===== src/hw/ttsr_pkg.sv =====
// Purpose: shared constants of the transfer trip send/receive block
// Assumes: 40 MHz core clock, settings in steps of 10 ms
// Notes: register offsets are byte addresses on the Avalon slave
`default_nettype none
package ttsr_pkg;
    localparam int unsigned NPH = 3;
    localparam int unsigned NREQ = 4;
    localparam int unsigned CLK_KHZ = 40000;
    localparam int unsigned STEP_MS = 10;
    localparam int unsigned STEP_CYCLES = STEP_MS * CLK_KHZ;
    localparam int unsigned SET_W = 12;
    localparam logic [11:0] DELAY_MAX = 12'hBB8; // 30.00 s in steps
    localparam logic [11:0] DELAY_RST = 12'h002; // 0.02 s
    localparam logic [11:0] PROL_RST = 12'h000;  // 0.00 s
    localparam int unsigned ADDR_W = 8;
    localparam logic [7:0] REG_CTRL = 8'h00;
    localparam logic [7:0] REG_DELAY = 8'h04;
    localparam logic [7:0] REG_PROL = 8'h08;
    localparam logic [7:0] REG_STAT = 8'h0C;
    localparam logic [7:0] REG_IRQ_STAT = 8'h10;
    localparam logic [7:0] REG_IRQ_MASK = 8'h14;
    localparam int unsigned CTRL_SEND_EN = 0;
    localparam int unsigned CTRL_ALARM_ONLY = 1;
    localparam int unsigned IRQ_W = 3;
    localparam int unsigned IRQ_RX_TRIP = 0;
    localparam int unsigned IRQ_RX_ALARM = 1;
    localparam int unsigned IRQ_SEND = 2;
    localparam int unsigned STAT_W = 15;
endpackage
`default_nettype wire


===== src/hw/ttsr_sync.sv =====
// Purpose: two-stage synchroniser for binary input pins
// Assumes: pins are asynchronous to core_clk
// Notes: first stage feeds only the second stage
`default_nettype none
module ttsr_sync #(
    parameter int unsigned WIDTH = 4
) (
    input wire logic core_clk,           // core clock
    input wire logic rst_n,              // sync reset, active low
    input wire logic [WIDTH-1:0] pin_in, // raw pin levels
    output logic [WIDTH-1:0] sync_out    // synchronised levels
);
    logic [WIDTH-1:0] meta_r;

    // two flops, metastability settles in the first
    always_ff @(posedge core_clk) begin
        if (!rst_n) begin
            meta_r <= '0;
            sync_out <= '0;
        end else begin
            meta_r <= pin_in;
            sync_out <= meta_r;
        end
    end
endmodule
`default_nettype wire


===== src/hw/ttsr_timer.sv =====
// Purpose: on-delay and prolongation timer for one input request
// Assumes: request already synchronised; settings in 10 ms steps
// Notes: step counter restarts with each request, so delays are exact
`default_nettype none
module ttsr_timer #(
    parameter int unsigned STEP_CYC = ttsr_pkg::STEP_CYCLES
) (
    input wire logic core_clk,                        // core clock
    input wire logic rst_n,                           // sync reset
    input wire logic req,                             // request level
    input wire logic [ttsr_pkg::SET_W-1:0] delay_set, // on-delay steps
    input wire logic [ttsr_pkg::SET_W-1:0] prol_set,  // prolong steps
    output logic send_out                             // effective send
);
    import ttsr_pkg::*;
    typedef enum logic [1:0] {T_IDLE, T_DELAY, T_ACTIVE, T_PROL}
        ttsr_tstate_t;
    localparam int unsigned CW = $clog2(STEP_CYC + 1);
    localparam logic [CW-1:0] CYC_LAST = CW'(STEP_CYC - 1);

    ttsr_tstate_t state_r, state_nxt;
    logic [CW-1:0] cyc_r, cyc_nxt;
    logic [SET_W-1:0] steps_r, steps_nxt, steps_inc;
    logic step_done, send_nxt;

    // step bookkeeping and state walk
    always_comb begin
        step_done = (cyc_r == CYC_LAST);
        steps_inc = steps_r + 1'b1;
        cyc_nxt = step_done ? '0 : cyc_r + 1'b1;
        steps_nxt = step_done ? steps_inc : steps_r;
        state_nxt = state_r;
        case (state_r)
            T_IDLE: begin
                cyc_nxt = '0;
                steps_nxt = '0;
                if (req) begin
                    // zero delay sends at once
                    state_nxt = (delay_set == '0) ? T_ACTIVE : T_DELAY;
                end
            end
            T_DELAY: begin
                if (!req) begin
                    state_nxt = T_IDLE; // short pulse dropped
                end else if (step_done && steps_inc >= delay_set) begin
                    state_nxt = T_ACTIVE;
                end
            end
            T_ACTIVE: begin
                cyc_nxt = '0;
                steps_nxt = '0;
                if (!req) begin
                    state_nxt = (prol_set == '0) ? T_IDLE : T_PROL;
                end
            end
            T_PROL: begin
                if (req) begin
                    state_nxt = T_ACTIVE; // retrigger keeps sending
                end else if (step_done && steps_inc >= prol_set) begin
                    state_nxt = T_IDLE;
                end
            end
            default: state_nxt = T_IDLE;
        endcase
        send_nxt = (state_nxt == T_ACTIVE) || (state_nxt == T_PROL);
    end

    always_ff @(posedge core_clk) begin
        if (!rst_n) begin
            state_r <= T_IDLE;
            cyc_r <= '0;
            steps_r <= '0;
            send_out <= 1'b0;
        end else begin
            state_r <= state_nxt;
            cyc_r <= cyc_nxt;
            steps_r <= steps_nxt;
            send_out <= send_nxt;
        end
    end
endmodule
`default_nettype wire


===== src/hw/ttsr_top.sv =====
// Purpose: transfer trip send and receive with Avalon register access
// Assumes: diff trips and port commands come from core_clk logic
// Notes: input request pins are synchronised, two cycles of latency
//
// Decided for this implementation: the register addresses and the Avalon-MM interface to the registers.
`default_nettype none
module ttsr_top #(
    parameter int unsigned STEP_CYC = ttsr_pkg::STEP_CYCLES
) (
    input wire logic core_clk,                         // 40 MHz clock
    input wire logic rst_n,                            // sync reset
    input wire logic [ttsr_pkg::ADDR_W-1:0] avs_address, // byte address
    input wire logic avs_read,                         // read strobe
    input wire logic avs_write,                        // write strobe
    input wire logic [31:0] avs_writedata,             // write data
    input wire logic [3:0] avs_byteenable,             // byte lanes
    output logic [31:0] avs_readdata,                  // read data
    output logic avs_waitrequest,                      // stall
    output logic irq,                                  // level interrupt
    input wire logic [ttsr_pkg::NPH-1:0] diff_trip,    // local diff trip
    input wire logic phase_a_transfer_request,         // pin, phase a
    input wire logic phase_b_transfer_request,         // pin, phase b
    input wire logic phase_c_transfer_request,         // pin, phase c
    input wire logic all_phase_transfer_request,       // pin, all phases
    input wire logic [ttsr_pkg::NPH-1:0] first_protection_port_rx, // rx 1
    input wire logic [ttsr_pkg::NPH-1:0] second_protection_port_rx, // rx 2
    output logic [ttsr_pkg::NPH-1:0] first_protection_port_tx, // tx 1
    output logic [ttsr_pkg::NPH-1:0] second_protection_port_tx, // tx 2
    output logic [ttsr_pkg::NPH-1:0] phase_send_line,  // own send lines
    output logic [5:0] received_port_phase_flag,       // {port2, port1}
    output logic [5:0] sending_port_phase_flag,        // {port2, port1}
    output logic [ttsr_pkg::NPH-1:0] trip_command,     // to trip logic
    output logic transfer_alarm,                       // alarm only
    output logic general_transfer_trip,                // any phase trip
    output logic [ttsr_pkg::NPH-1:0] single_phase_only_trip, // one only
    output logic all_phases_transfer_trip,             // all three
    output logic single_pole_trip_flag,                // single pole
    output logic three_pole_trip_flag                  // three pole
);
    import ttsr_pkg::*;

    logic [NREQ-1:0] req_sync, req_send;
    logic send_en_r, send_en_nxt, alarm_only_r, alarm_only_nxt;
    logic [SET_W-1:0] delay_r, delay_nxt, prol_r, prol_nxt;
    logic [IRQ_W-1:0] istat_r, istat_nxt, imask_r, imask_nxt;
    logic [IRQ_W-1:0] ievt, iclr;
    logic ack_r, ack_nxt, irq_nxt;
    logic [31:0] rdata_nxt, wmask, wdata, merged;
    logic [STAT_W-1:0] status;
    logic [NPH-1:0] send_nxt, tx1_nxt, tx2_nxt, rx_any, trip_nxt;
    logic [NPH-1:0] only_nxt;
    logic alarm_nxt, gen_nxt, all_nxt, sp_nxt, tp_nxt, wr_go;

    // request pins cross into core_clk first
    ttsr_sync #(
        .WIDTH(NREQ)
    ) u_sync (
        .core_clk(core_clk),
        .rst_n(rst_n),
        .pin_in({all_phase_transfer_request, phase_c_transfer_request,
                 phase_b_transfer_request, phase_a_transfer_request}),
        .sync_out(req_sync)
    );

    // one delay/prolong timer per request input
    for (genvar g = 0; g < NREQ; g++) begin : g_timer
        ttsr_timer #(
            .STEP_CYC(STEP_CYC)
        ) u_timer (
            .core_clk(core_clk),
            .rst_n(rst_n),
            .req(req_sync[g]),
            .delay_set(delay_r),
            .prol_set(prol_r),
            .send_out(req_send[g])
        );
    end

    // send and receive paths, all kept per phase
    always_comb begin
        send_nxt = (send_en_r ? diff_trip : '0)
            | req_send[NPH-1:0]
            | {NPH{req_send[NREQ-1]}};
        // each port carries own sends plus the other port's receipts
        tx1_nxt = send_nxt | second_protection_port_rx;
        tx2_nxt = send_nxt | first_protection_port_rx;
        rx_any = first_protection_port_rx | second_protection_port_rx;
        trip_nxt = alarm_only_r ? '0 : rx_any;
        alarm_nxt = alarm_only_r && (|rx_any);
        gen_nxt = |trip_nxt;
        all_nxt = &trip_nxt;
        for (int i = 0; i < NPH; i++) begin
            only_nxt[i] = (trip_nxt == NPH'(1 << i));
        end
        sp_nxt = $onehot(trip_nxt);
        tp_nxt = all_nxt;
    end

    // indications are registered so every output except avs_waitrequest leaves a flop
    always_ff @(posedge core_clk) begin
        if (!rst_n) begin
            phase_send_line <= '0;
            first_protection_port_tx <= '0;
            second_protection_port_tx <= '0;
            sending_port_phase_flag <= '0;
            received_port_phase_flag <= '0;
            trip_command <= '0;
            transfer_alarm <= 1'b0;
            general_transfer_trip <= 1'b0;
            single_phase_only_trip <= '0;
            all_phases_transfer_trip <= 1'b0;
            single_pole_trip_flag <= 1'b0;
            three_pole_trip_flag <= 1'b0;
        end else begin
            phase_send_line <= send_nxt;
            first_protection_port_tx <= tx1_nxt;
            second_protection_port_tx <= tx2_nxt;
            sending_port_phase_flag <= {tx2_nxt, tx1_nxt};
            received_port_phase_flag <= {second_protection_port_rx,
                                         first_protection_port_rx};
            trip_command <= trip_nxt;
            transfer_alarm <= alarm_nxt;
            general_transfer_trip <= gen_nxt;
            single_phase_only_trip <= only_nxt;
            all_phases_transfer_trip <= all_nxt;
            single_pole_trip_flag <= sp_nxt;
            three_pole_trip_flag <= tp_nxt;
        end
    end

    // slave answers after one wait cycle, both reads and writes
    assign avs_waitrequest = (avs_read || avs_write) && !ack_r;

    assign status = {three_pole_trip_flag, single_pole_trip_flag,
                     transfer_alarm, second_protection_port_rx,
                     first_protection_port_rx, trip_command,
                     phase_send_line};

    // register file and interrupt logic
    always_comb begin
        for (int b = 0; b < 4; b++) begin
            wmask[8*b +: 8] = {8{avs_byteenable[b]}};
        end
        wdata = avs_writedata & wmask;
        wr_go = avs_write && ack_r;
        ack_nxt = (avs_read || avs_write) && !ack_r;
        send_en_nxt = send_en_r;
        alarm_only_nxt = alarm_only_r;
        delay_nxt = delay_r;
        prol_nxt = prol_r;
        imask_nxt = imask_r;
        iclr = '0;
        merged = '0;
        rdata_nxt = avs_readdata;
        if (wr_go) begin
            case (avs_address)
                REG_CTRL: begin
                    if (avs_byteenable[0]) begin
                        send_en_nxt = avs_writedata[CTRL_SEND_EN];
                        alarm_only_nxt = avs_writedata[CTRL_ALARM_ONLY];
                    end
                end
                REG_DELAY: begin
                    merged = (32'(delay_r) & ~wmask) | wdata;
                    // settings above 30 s are clamped
                    delay_nxt = (merged[SET_W-1:0] > DELAY_MAX) ?
                        DELAY_MAX : merged[SET_W-1:0];
                end
                REG_PROL: begin
                    merged = (32'(prol_r) & ~wmask) | wdata;
                    prol_nxt = (merged[SET_W-1:0] > DELAY_MAX) ?
                        DELAY_MAX : merged[SET_W-1:0];
                end
                REG_IRQ_STAT: iclr = wdata[IRQ_W-1:0];
                REG_IRQ_MASK: imask_nxt = wdata[IRQ_W-1:0];
                default: ;
            endcase
        end
        if (avs_read && !ack_r) begin
            case (avs_address)
                REG_CTRL: rdata_nxt = 32'({alarm_only_r, send_en_r});
                REG_DELAY: rdata_nxt = 32'(delay_r);
                REG_PROL: rdata_nxt = 32'(prol_r);
                REG_STAT: rdata_nxt = 32'(status);
                REG_IRQ_STAT: rdata_nxt = 32'(istat_r);
                REG_IRQ_MASK: rdata_nxt = 32'(imask_r);
                default: rdata_nxt = '0;
            endcase
        end
        // rising edges are the events; set beats a same-cycle clear
        ievt = '0;
        ievt[IRQ_RX_TRIP] = |(trip_nxt & ~trip_command);
        ievt[IRQ_RX_ALARM] = alarm_nxt && !transfer_alarm;
        ievt[IRQ_SEND] = |(send_nxt & ~phase_send_line);
        istat_nxt = (istat_r & ~iclr) | ievt;
        irq_nxt = |(istat_nxt & imask_nxt);
    end

    always_ff @(posedge core_clk) begin
        if (!rst_n) begin
            send_en_r <= 1'b0;
            alarm_only_r <= 1'b0; // trip reaction
            delay_r <= DELAY_RST;
            prol_r <= PROL_RST;
            istat_r <= '0;
            imask_r <= '0;
            ack_r <= 1'b0;
            avs_readdata <= '0;
            irq <= 1'b0;
        end else begin
            send_en_r <= send_en_nxt;
            alarm_only_r <= alarm_only_nxt;
            delay_r <= delay_nxt;
            prol_r <= prol_nxt;
            istat_r <= istat_nxt;
            imask_r <= imask_nxt;
            ack_r <= ack_nxt;
            avs_readdata <= rdata_nxt;
            irq <= irq_nxt;
        end
    end
endmodule
`default_nettype wire


===== config.mk =====
export PLATFORM = sky130hd
export DESIGN_NAME = ttsr_top
export DESIGN_NICKNAME = d
export VERILOG_FILES = /design/src/hw/ttsr_pkg.sv /design/src/hw/ttsr_sync.sv /design/src/hw/ttsr_timer.sv /design/src/hw/ttsr_top.sv
export SDC_FILE = /design/constraint.sdc
export NUM_CORES = 1
export LEC_CHECK = 0
export ABC_AREA = 1
export BUFFER_PORTS_ARGS = -buffer_cell sky130_fd_sc_hd__buf_4
export CAP_MARGIN = 10
export CORE_UTILIZATION = 55
export CTS_CLUSTER_SIZE = 40
export DETAILED_ROUTE_END_ITERATION = 6
export MAX_ROUTING_LAYER = met4
export PLACE_DENSITY = 0.81
export SETUP_SLACK_MARGIN = 0.3
export SYNTH_ARGS = -nofsm -noshare
export SYNTH_HDL_FRONTEND = slang
export SYNTH_SLANG_ARGS = --single-unit

===== constraint.sdc =====
create_clock -name core_clk -period 4.88 [get_ports core_clk]
set_clock_uncertainty 0.2 [all_clocks]
set_input_delay 0.244 -clock core_clk [delete_from_list [all_inputs] [get_ports core_clk]]
set_output_delay 0.244 -clock core_clk [all_outputs]
set_load 0.02 [all_outputs]

# After elaboration in Yosys (flattened, before gate mapping)
# Index checks and enable logic that the tools add are counted.
[totals] ff_bits=241 out_inout_bits=66 word_cells=194
[op_classes] bitwise_logic=20 n_mux=39 magnitude_cmp=10 eq_ne=33 addsub=10 n_reduce_logical=44
[op_table] op="12-bit >= comparator" count=8
[op_table] op="15-bit case mux with 6 select lines" count=1
[op_table] op="19-bit by 1-bit adder with 19-bit output (second input constant)" count=4
[op_table] op="19-bit equality test (second input constant)" count=4
[op_table] op="2-bit 2-to-1 mux" count=26
[op_table] op="12-bit by 1-bit adder with 12-bit output (second input constant)" count=4
[op_table] op="12-bit AND" count=3
[op_table] op="2-bit equality test (second input constant)" count=16
[op_table] op="2-bit case mux with 4 select lines" count=4
[op_table] op="3-bit OR reduction" count=9
[op_table] op="12-bit greater-than comparator (second input constant)" count=2
[op_table] op="12-bit zero test" count=2
[op_table] op="12-bit 2-to-1 mux" count=2
[op_table] op="12-bit OR" count=2
[op_table] op="3-bit 2-to-1 mux" count=6
[op_table] op="3-bit OR" count=6
[op_table] op="8-bit by 4-bit equality test with 1-bit output (second input constant)" count=2
[op_table] op="8-bit by 5-bit equality test with 1-bit output (second input constant)" count=2
[op_table] op="4-bit OR reduction" count=4
[op_table] op="1-bit logical AND" count=13
[op_table] op="3-bit AND" count=4
[op_table] op="12-bit inverter" count=1
[op_table] op="2-bit by 1-bit equality test with 1-bit output (second input constant)" count=5
[op_table] op="3-bit inverter" count=3
[op_table] op="13 further kinds" count=23

# Depth between registers and ports, before layout
[depth] depth_word=8 depth_mapped=21 depth_no_buf=21

# Hierarchy
# A second synthesis with hierarchy kept.
[hier_totals] cells_unflattened=2128 hier_area_um2=14277.4
[modules_own_cells] mod="ttsr_timer at g_timer[0].u_timer ..." seq_area_each_um2=680.7 cells_per_inst=379 area_each_um2=2556.2 n_inst=3
[modules_own_cells] mod="ttsr_top" seq_area_each_um2=1481.4 cells_per_inst=584 area_each_um2=3836.2 n_inst=1
[modules_own_cells] mod="ttsr_timer at g_timer[2].u_timer" seq_area_each_um2=680.7 cells_per_inst=382 area_each_um2=2547.4 n_inst=1
[modules_own_cells] mod="ttsr_sync" seq_area_each_um2=160.2 cells_per_inst=25 area_each_um2=225.2 n_inst=1

# Worst setup path after synthesis
# Ideal clock, no wire load.
[synth_path] path_kind="reg-to-reg" start="register g_timer[2].u_timer.steps_r[0]" end="register g_timer[2].u_timer.state_r[0]" setup_ns=0.110 path_stages_with_launch=22 slack_ns=2.194 path_buffers=0 t_arrival_ns=2.376 cell_sequence="dfxtp_1 -> inv_1 -> nor3_1 -> nand2_1 -> nor2_1 -> nand3_1 -> xor2_1 -> inv_1 -> ha_1 -> nand2_1 -> nor2_1 -> nand2_1 -> nor2_1 -> nand2_1 -> nand2_1 -> nand2_1 -> nand2_1 -> nand2_1 -> nand2_1 -> nand3_1 -> nand2_1 -> inv_1"
[synth_via] elab_chain_cells=6
[synth_rtl] element="start: declaration" line_no="ttsr_timer.sv:23" text="logic [SET_W-1:0] steps_r, steps_nxt, steps_inc;"
[synth_rtl] element="start signal: assignment" line_no="ttsr_timer.sv:77" text="steps_r <= steps_nxt;"
[synth_rtl] element="12-bit by 1-bit adder with 12-bit output *" line_no="ttsr_timer.sv:29" text="steps_inc = steps_r + 1'b1;"
[synth_rtl] element="named net g_timer[2].u_timer.steps_inc[11]" line_no="ttsr_timer.sv:23"
[synth_rtl] element="12-bit >= comparator (on tied branches)" line_no="ttsr_timer.sv:59, ttsr_timer.sv:45"
[synth_rtl] element="1-bit logical AND (on tied branches)" line_no="ttsr_timer.sv:59, ttsr_timer.sv:45"
[synth_rtl] element="2-bit 2-to-1 mux (on tied branches)" line_no="ttsr_timer.sv:59, ttsr_timer.sv:45"
[synth_rtl] element="2-bit 2-to-1 mux (on tied branches)" line_no="ttsr_timer.sv:57, ttsr_timer.sv:43"
[synth_rtl] element="2-bit case mux with 4 select lines *" line_no="ttsr_timer.sv:33" text="case (state_r)"
[synth_rtl] element="end signal: assignment" line_no="ttsr_timer.sv:75" text="state_r <= state_nxt;"
[synth_rtl] element="end: declaration" line_no="ttsr_timer.sv:21" text="ttsr_tstate_t state_r, state_nxt;"
# Mark *: on every way through the listed nets, which the timed path passes. The rest lies on a longest branch.
# A chain may end at the register's enable or synchronous reset.

# Final worst setup path
# Ends and elaborated chain as after synthesis.

==> results.cfg <==
[run_status]
outcome = completed

[worst_hold_path]
holdPathEnd = alarm_only_r$_SDFFE_PN0P_
hp-class = input port to flip-flop
min_from = avs_byteenable[0]
hold_depth = 4

[clock_network]
cts_sinks = 218
ctsRootBufferMaster = clkbuf_16
cts_inserted_buffers = 24
clk_latency_ns = 0.52
cts_tree = done
clockBufferDepth = 3
clkTransAtPathRegs_ns = 0.06
htree_levels = 1

[timing]
relSlewSlack_pct = 26.1
finalCriticalPeriod_ns = 3.19
fmax_mhz = 314
finalSetupTns_ns = 0
worst_pin_slew_ns = 1.11
slew_viol_final = 0
setup_viol = 0
rsz0062_at_grt = false
finalHoldViolations = 0
fin_crit_sh_pct = 65.3

[global_route]
grt_max_degree = 53
grt_pass1_vias = 11100
antenna_found_initial = 0
grt_first_pass_wirelength_um = 51800
track_usage_pct = 27.5
grt_use_met1_pct = 34.9
grt_overflow = 0
grt_use_met3_pct = 3.52
grt.busiest_layer = met2
grt_use_met2_pct = 44.6

[synthesis]
yosysWarningCount = 0
ys_types = 54
syn_inst = 1759
synth_ff_type = dfxtp_1
ys_ff_latch = 218
syn-cell-area_um2 = 12500
synth_edf_count = 0
seq_area_frac_synth_pct = 34.8
syn_area_per_cell_um2 = 7.13
async_flop_share_pct = 0

[layout]
design_area_um2 = 14400
nFillCells = 1917
antenna_cells = 0
final_common_cell = nand2_1
drive_above_1_share_pct = 9.28
fin_nets = 2023
layout_common_cells = nand2_1, inv_1, dfxtp_1, nor2_1, a21oi_1
post-route-util_pct = 65.0
area_growth_pct = 14.5

[pwr]
ir_drop_v = 0.000261
leakage_uw = 0.00645
cellPowerDensity_nw_per_um2 = 291

[floorplan]
dieArea_um2 = 23400
design.core.area_um2 = 22100
fp.dieH_um = 153
core.rowCount = 54
die_w_um = 153
initial_core_util_pct = 56.8
pin_count = 127

[setup_path]
worstPathCellList = inv_1 > nor3_1 > nand2_1 > nor2_1 > nand3_1 > xor2_1 > inv_1 > ha_1 > nand2_1 > nor2_1 > nand2_1 > nor2_1 > nand2_1 > nand2_1 > nand2_1 > nand2_1 > nand2_1 > nand2_1 > nand3_1 > nand2_1 > inv_1
max_stage_delay_ns = 0.41
worst-setup-path-type = flip-flop to flip-flop
regToRegSetupSlack_ns = 1.69
rr_startpoint = g_timer[2].u_timer.steps_r[0]$_SDFFE_PP0P_
r2r_end = g_timer[2].u_timer.state_r[0]$_SDFF_PN0_
worst_ep_required_time_ns = 5.09
critPathCaptureType = flip-flop
cpMostUsedCell = nand2_1
start_kind = flip-flop
path_max_fanout = 5
worst-r2r-cell-count = 21
crit_arrival_ns = 3.40
critPathSlowestCell = dfxtp_1

[job]
max-cap-violations = 0

[place]
hpwl_um = 22400
io_buffers = 87
dpl_cell_area_um2 = 13300
gp_congestion = 1.00

[route]
firstDrtPassIters = 5
first_iter_violations = 840
via_per_inst = 5.52
wl_per_cell_um = 14.5
vias = 11900
routed_wl_um = 31300
drtAntennaViolNets = 0
drc = 0
[state kept, by name, indices dropped and copies added, names as in the netlist, 2 cells and up]
signal,cells
g_timer.u_timer.cyc_r,76
g_timer.u_timer.steps_r,48
avs_readdata,15
delay_r,12
prol_r,12
g_timer.u_timer.state_r,8
received_port_phase_flag,6
g_timer.u_timer.send_out,4
u_sync.meta_r,4
u_sync.sync_out,4
imask_r,3
istat_r,3
phase_send_line,3
second_protection_port_tx,3
single_phase_only_trip,3
trip_command,3
first_protection_port_tx,2
[synthesized netlist by cell type, drive strengths merged, types with 8 or more instances]
library cell | n | area, um2
xnor2 | 8 | 70.1
o21a | 12 | 90.1
nand4 | 37 | 231
ha | 104 | 1300
xor2 | 44 | 385
nor2 | 196 | 820
o22ai | 24 | 150
dfxtp | 218 | 4360
a21oi | 132 | 661
clkbuf | 15 | 56.3
buf | 38 | 265
o21ai | 119 | 599
nor3 | 61 | 337
inv | 254 | 956
nand2 | 343 | 1300
nor4 | 13 | 87.6
nand3 | 86 | 435
[critical path: cells and delay by family (launching register included)]
family	cells	cell delay (ns)
buffers and inverters	3	0.23
DFF	1	0.41
xor gates and xnor gates	1	0.21
and+or+nand+nor	16	1.75
adders and majority gates	1	0.31
[worst max-delay path by stage]
| stage | start | endpoint | cells past startpoint |
|---|---|---|---|
| 5_1_grt | g_timer[2].u_timer.steps_r[0]$_SDFFE_PP0P_ | g_timer[2].u_timer.state_r[0]$_SDFF_PN0_ | 21 |
| 6_report | g_timer[2].u_timer.steps_r[0]$_SDFFE_PP0P_ | g_timer[2].u_timer.state_r[0]$_SDFF_PN0_ | 21 |
| 4_1_cts | g_timer[2].u_timer.steps_r[0]$_SDFFE_PP0P_ | g_timer[2].u_timer.state_r[0]$_SDFF_PN0_ | 21 |
| 3_5_place_dp | g_timer[2].u_timer.steps_r[0]$_SDFFE_PP0P_ | g_timer[2].u_timer.state_r[0]$_SDFF_PN0_ | 21 |
| 2_1_floorplan | g_timer[2].u_timer.steps_r[0]$_SDFFE_PP0P_ | g_timer[2].u_timer.state_r[0]$_SDFF_PN0_ | 21 |
| 3_3_place_gp | g_timer[2].u_timer.steps_r[0]$_SDFFE_PP0P_ | g_timer[2].u_timer.state_r[0]$_SDFF_PN0_ | 21 |
[cell type report]
class                           count  area [um2]  area share, %
Tap cell                          280         350           2.44
Sequential cell                   218        4360           30.4
Clock buffer                       31         678           4.72
Inverter                          254         956           6.66
Clock inverter                     13         181           1.26
Multi-Input combinational cell   1250        6970           48.5
Timing Repair Buffer              109         868           6.05
[per-layer routing]
layer	wire [um]	vias up
met1	13800	5447
li1	-	5969
met2	14200	417
met3	2340	64
met5	0	-
met4	1040	0
[power breakdown]
part	total, uW	switching, uW	internal [uW]
sequential	1860	30.4	1830
clock	1940	747	1200
combinational	381	252	129
total	4180	1030	3150
[cells by family (layout without fill, tap and decap cells)]
| group | count (synthesis) | count (layout) | synth area share [%] |
|---|---|---|---|
| compound gates | 316 | 316 | 13.8 |
| xor+xnor | 52 | 52 | 3.63 |
| fa+ha+maj | 105 | 105 | 10.5 |
| buf+inv | 307 | 407 | 10.2 |
| flops | 218 | 218 | 34.8 |
| mux | 2 | 2 | 0.160 |
| other cells | 1 | 17 | 0.0299 |
| simple gates | 758 | 758 | 26.9 |
[through the flow]
stage	total power, uW	worst slack [ns]	hold slack (ns)	std cells
finish	4180	1.69	0.0360	2155
global route	4330	1.27	0.0592	2155
CTS	4210	1.67	0.00332	2155
detailed placement	2260	1.68	0.198	2091
global placement	2250	1.78	0.198	2091
floorplan	2150	2.19	0.142	1775
[timing repair]
action | 4_1_cts | 5_1_grt
setup buffers | 0 | 0
resized for setup | 0 | 0
endpoints found under the hold margin | 34 | 0
hold buffers | 20 | 0
(Power assumes the default switching activity.)
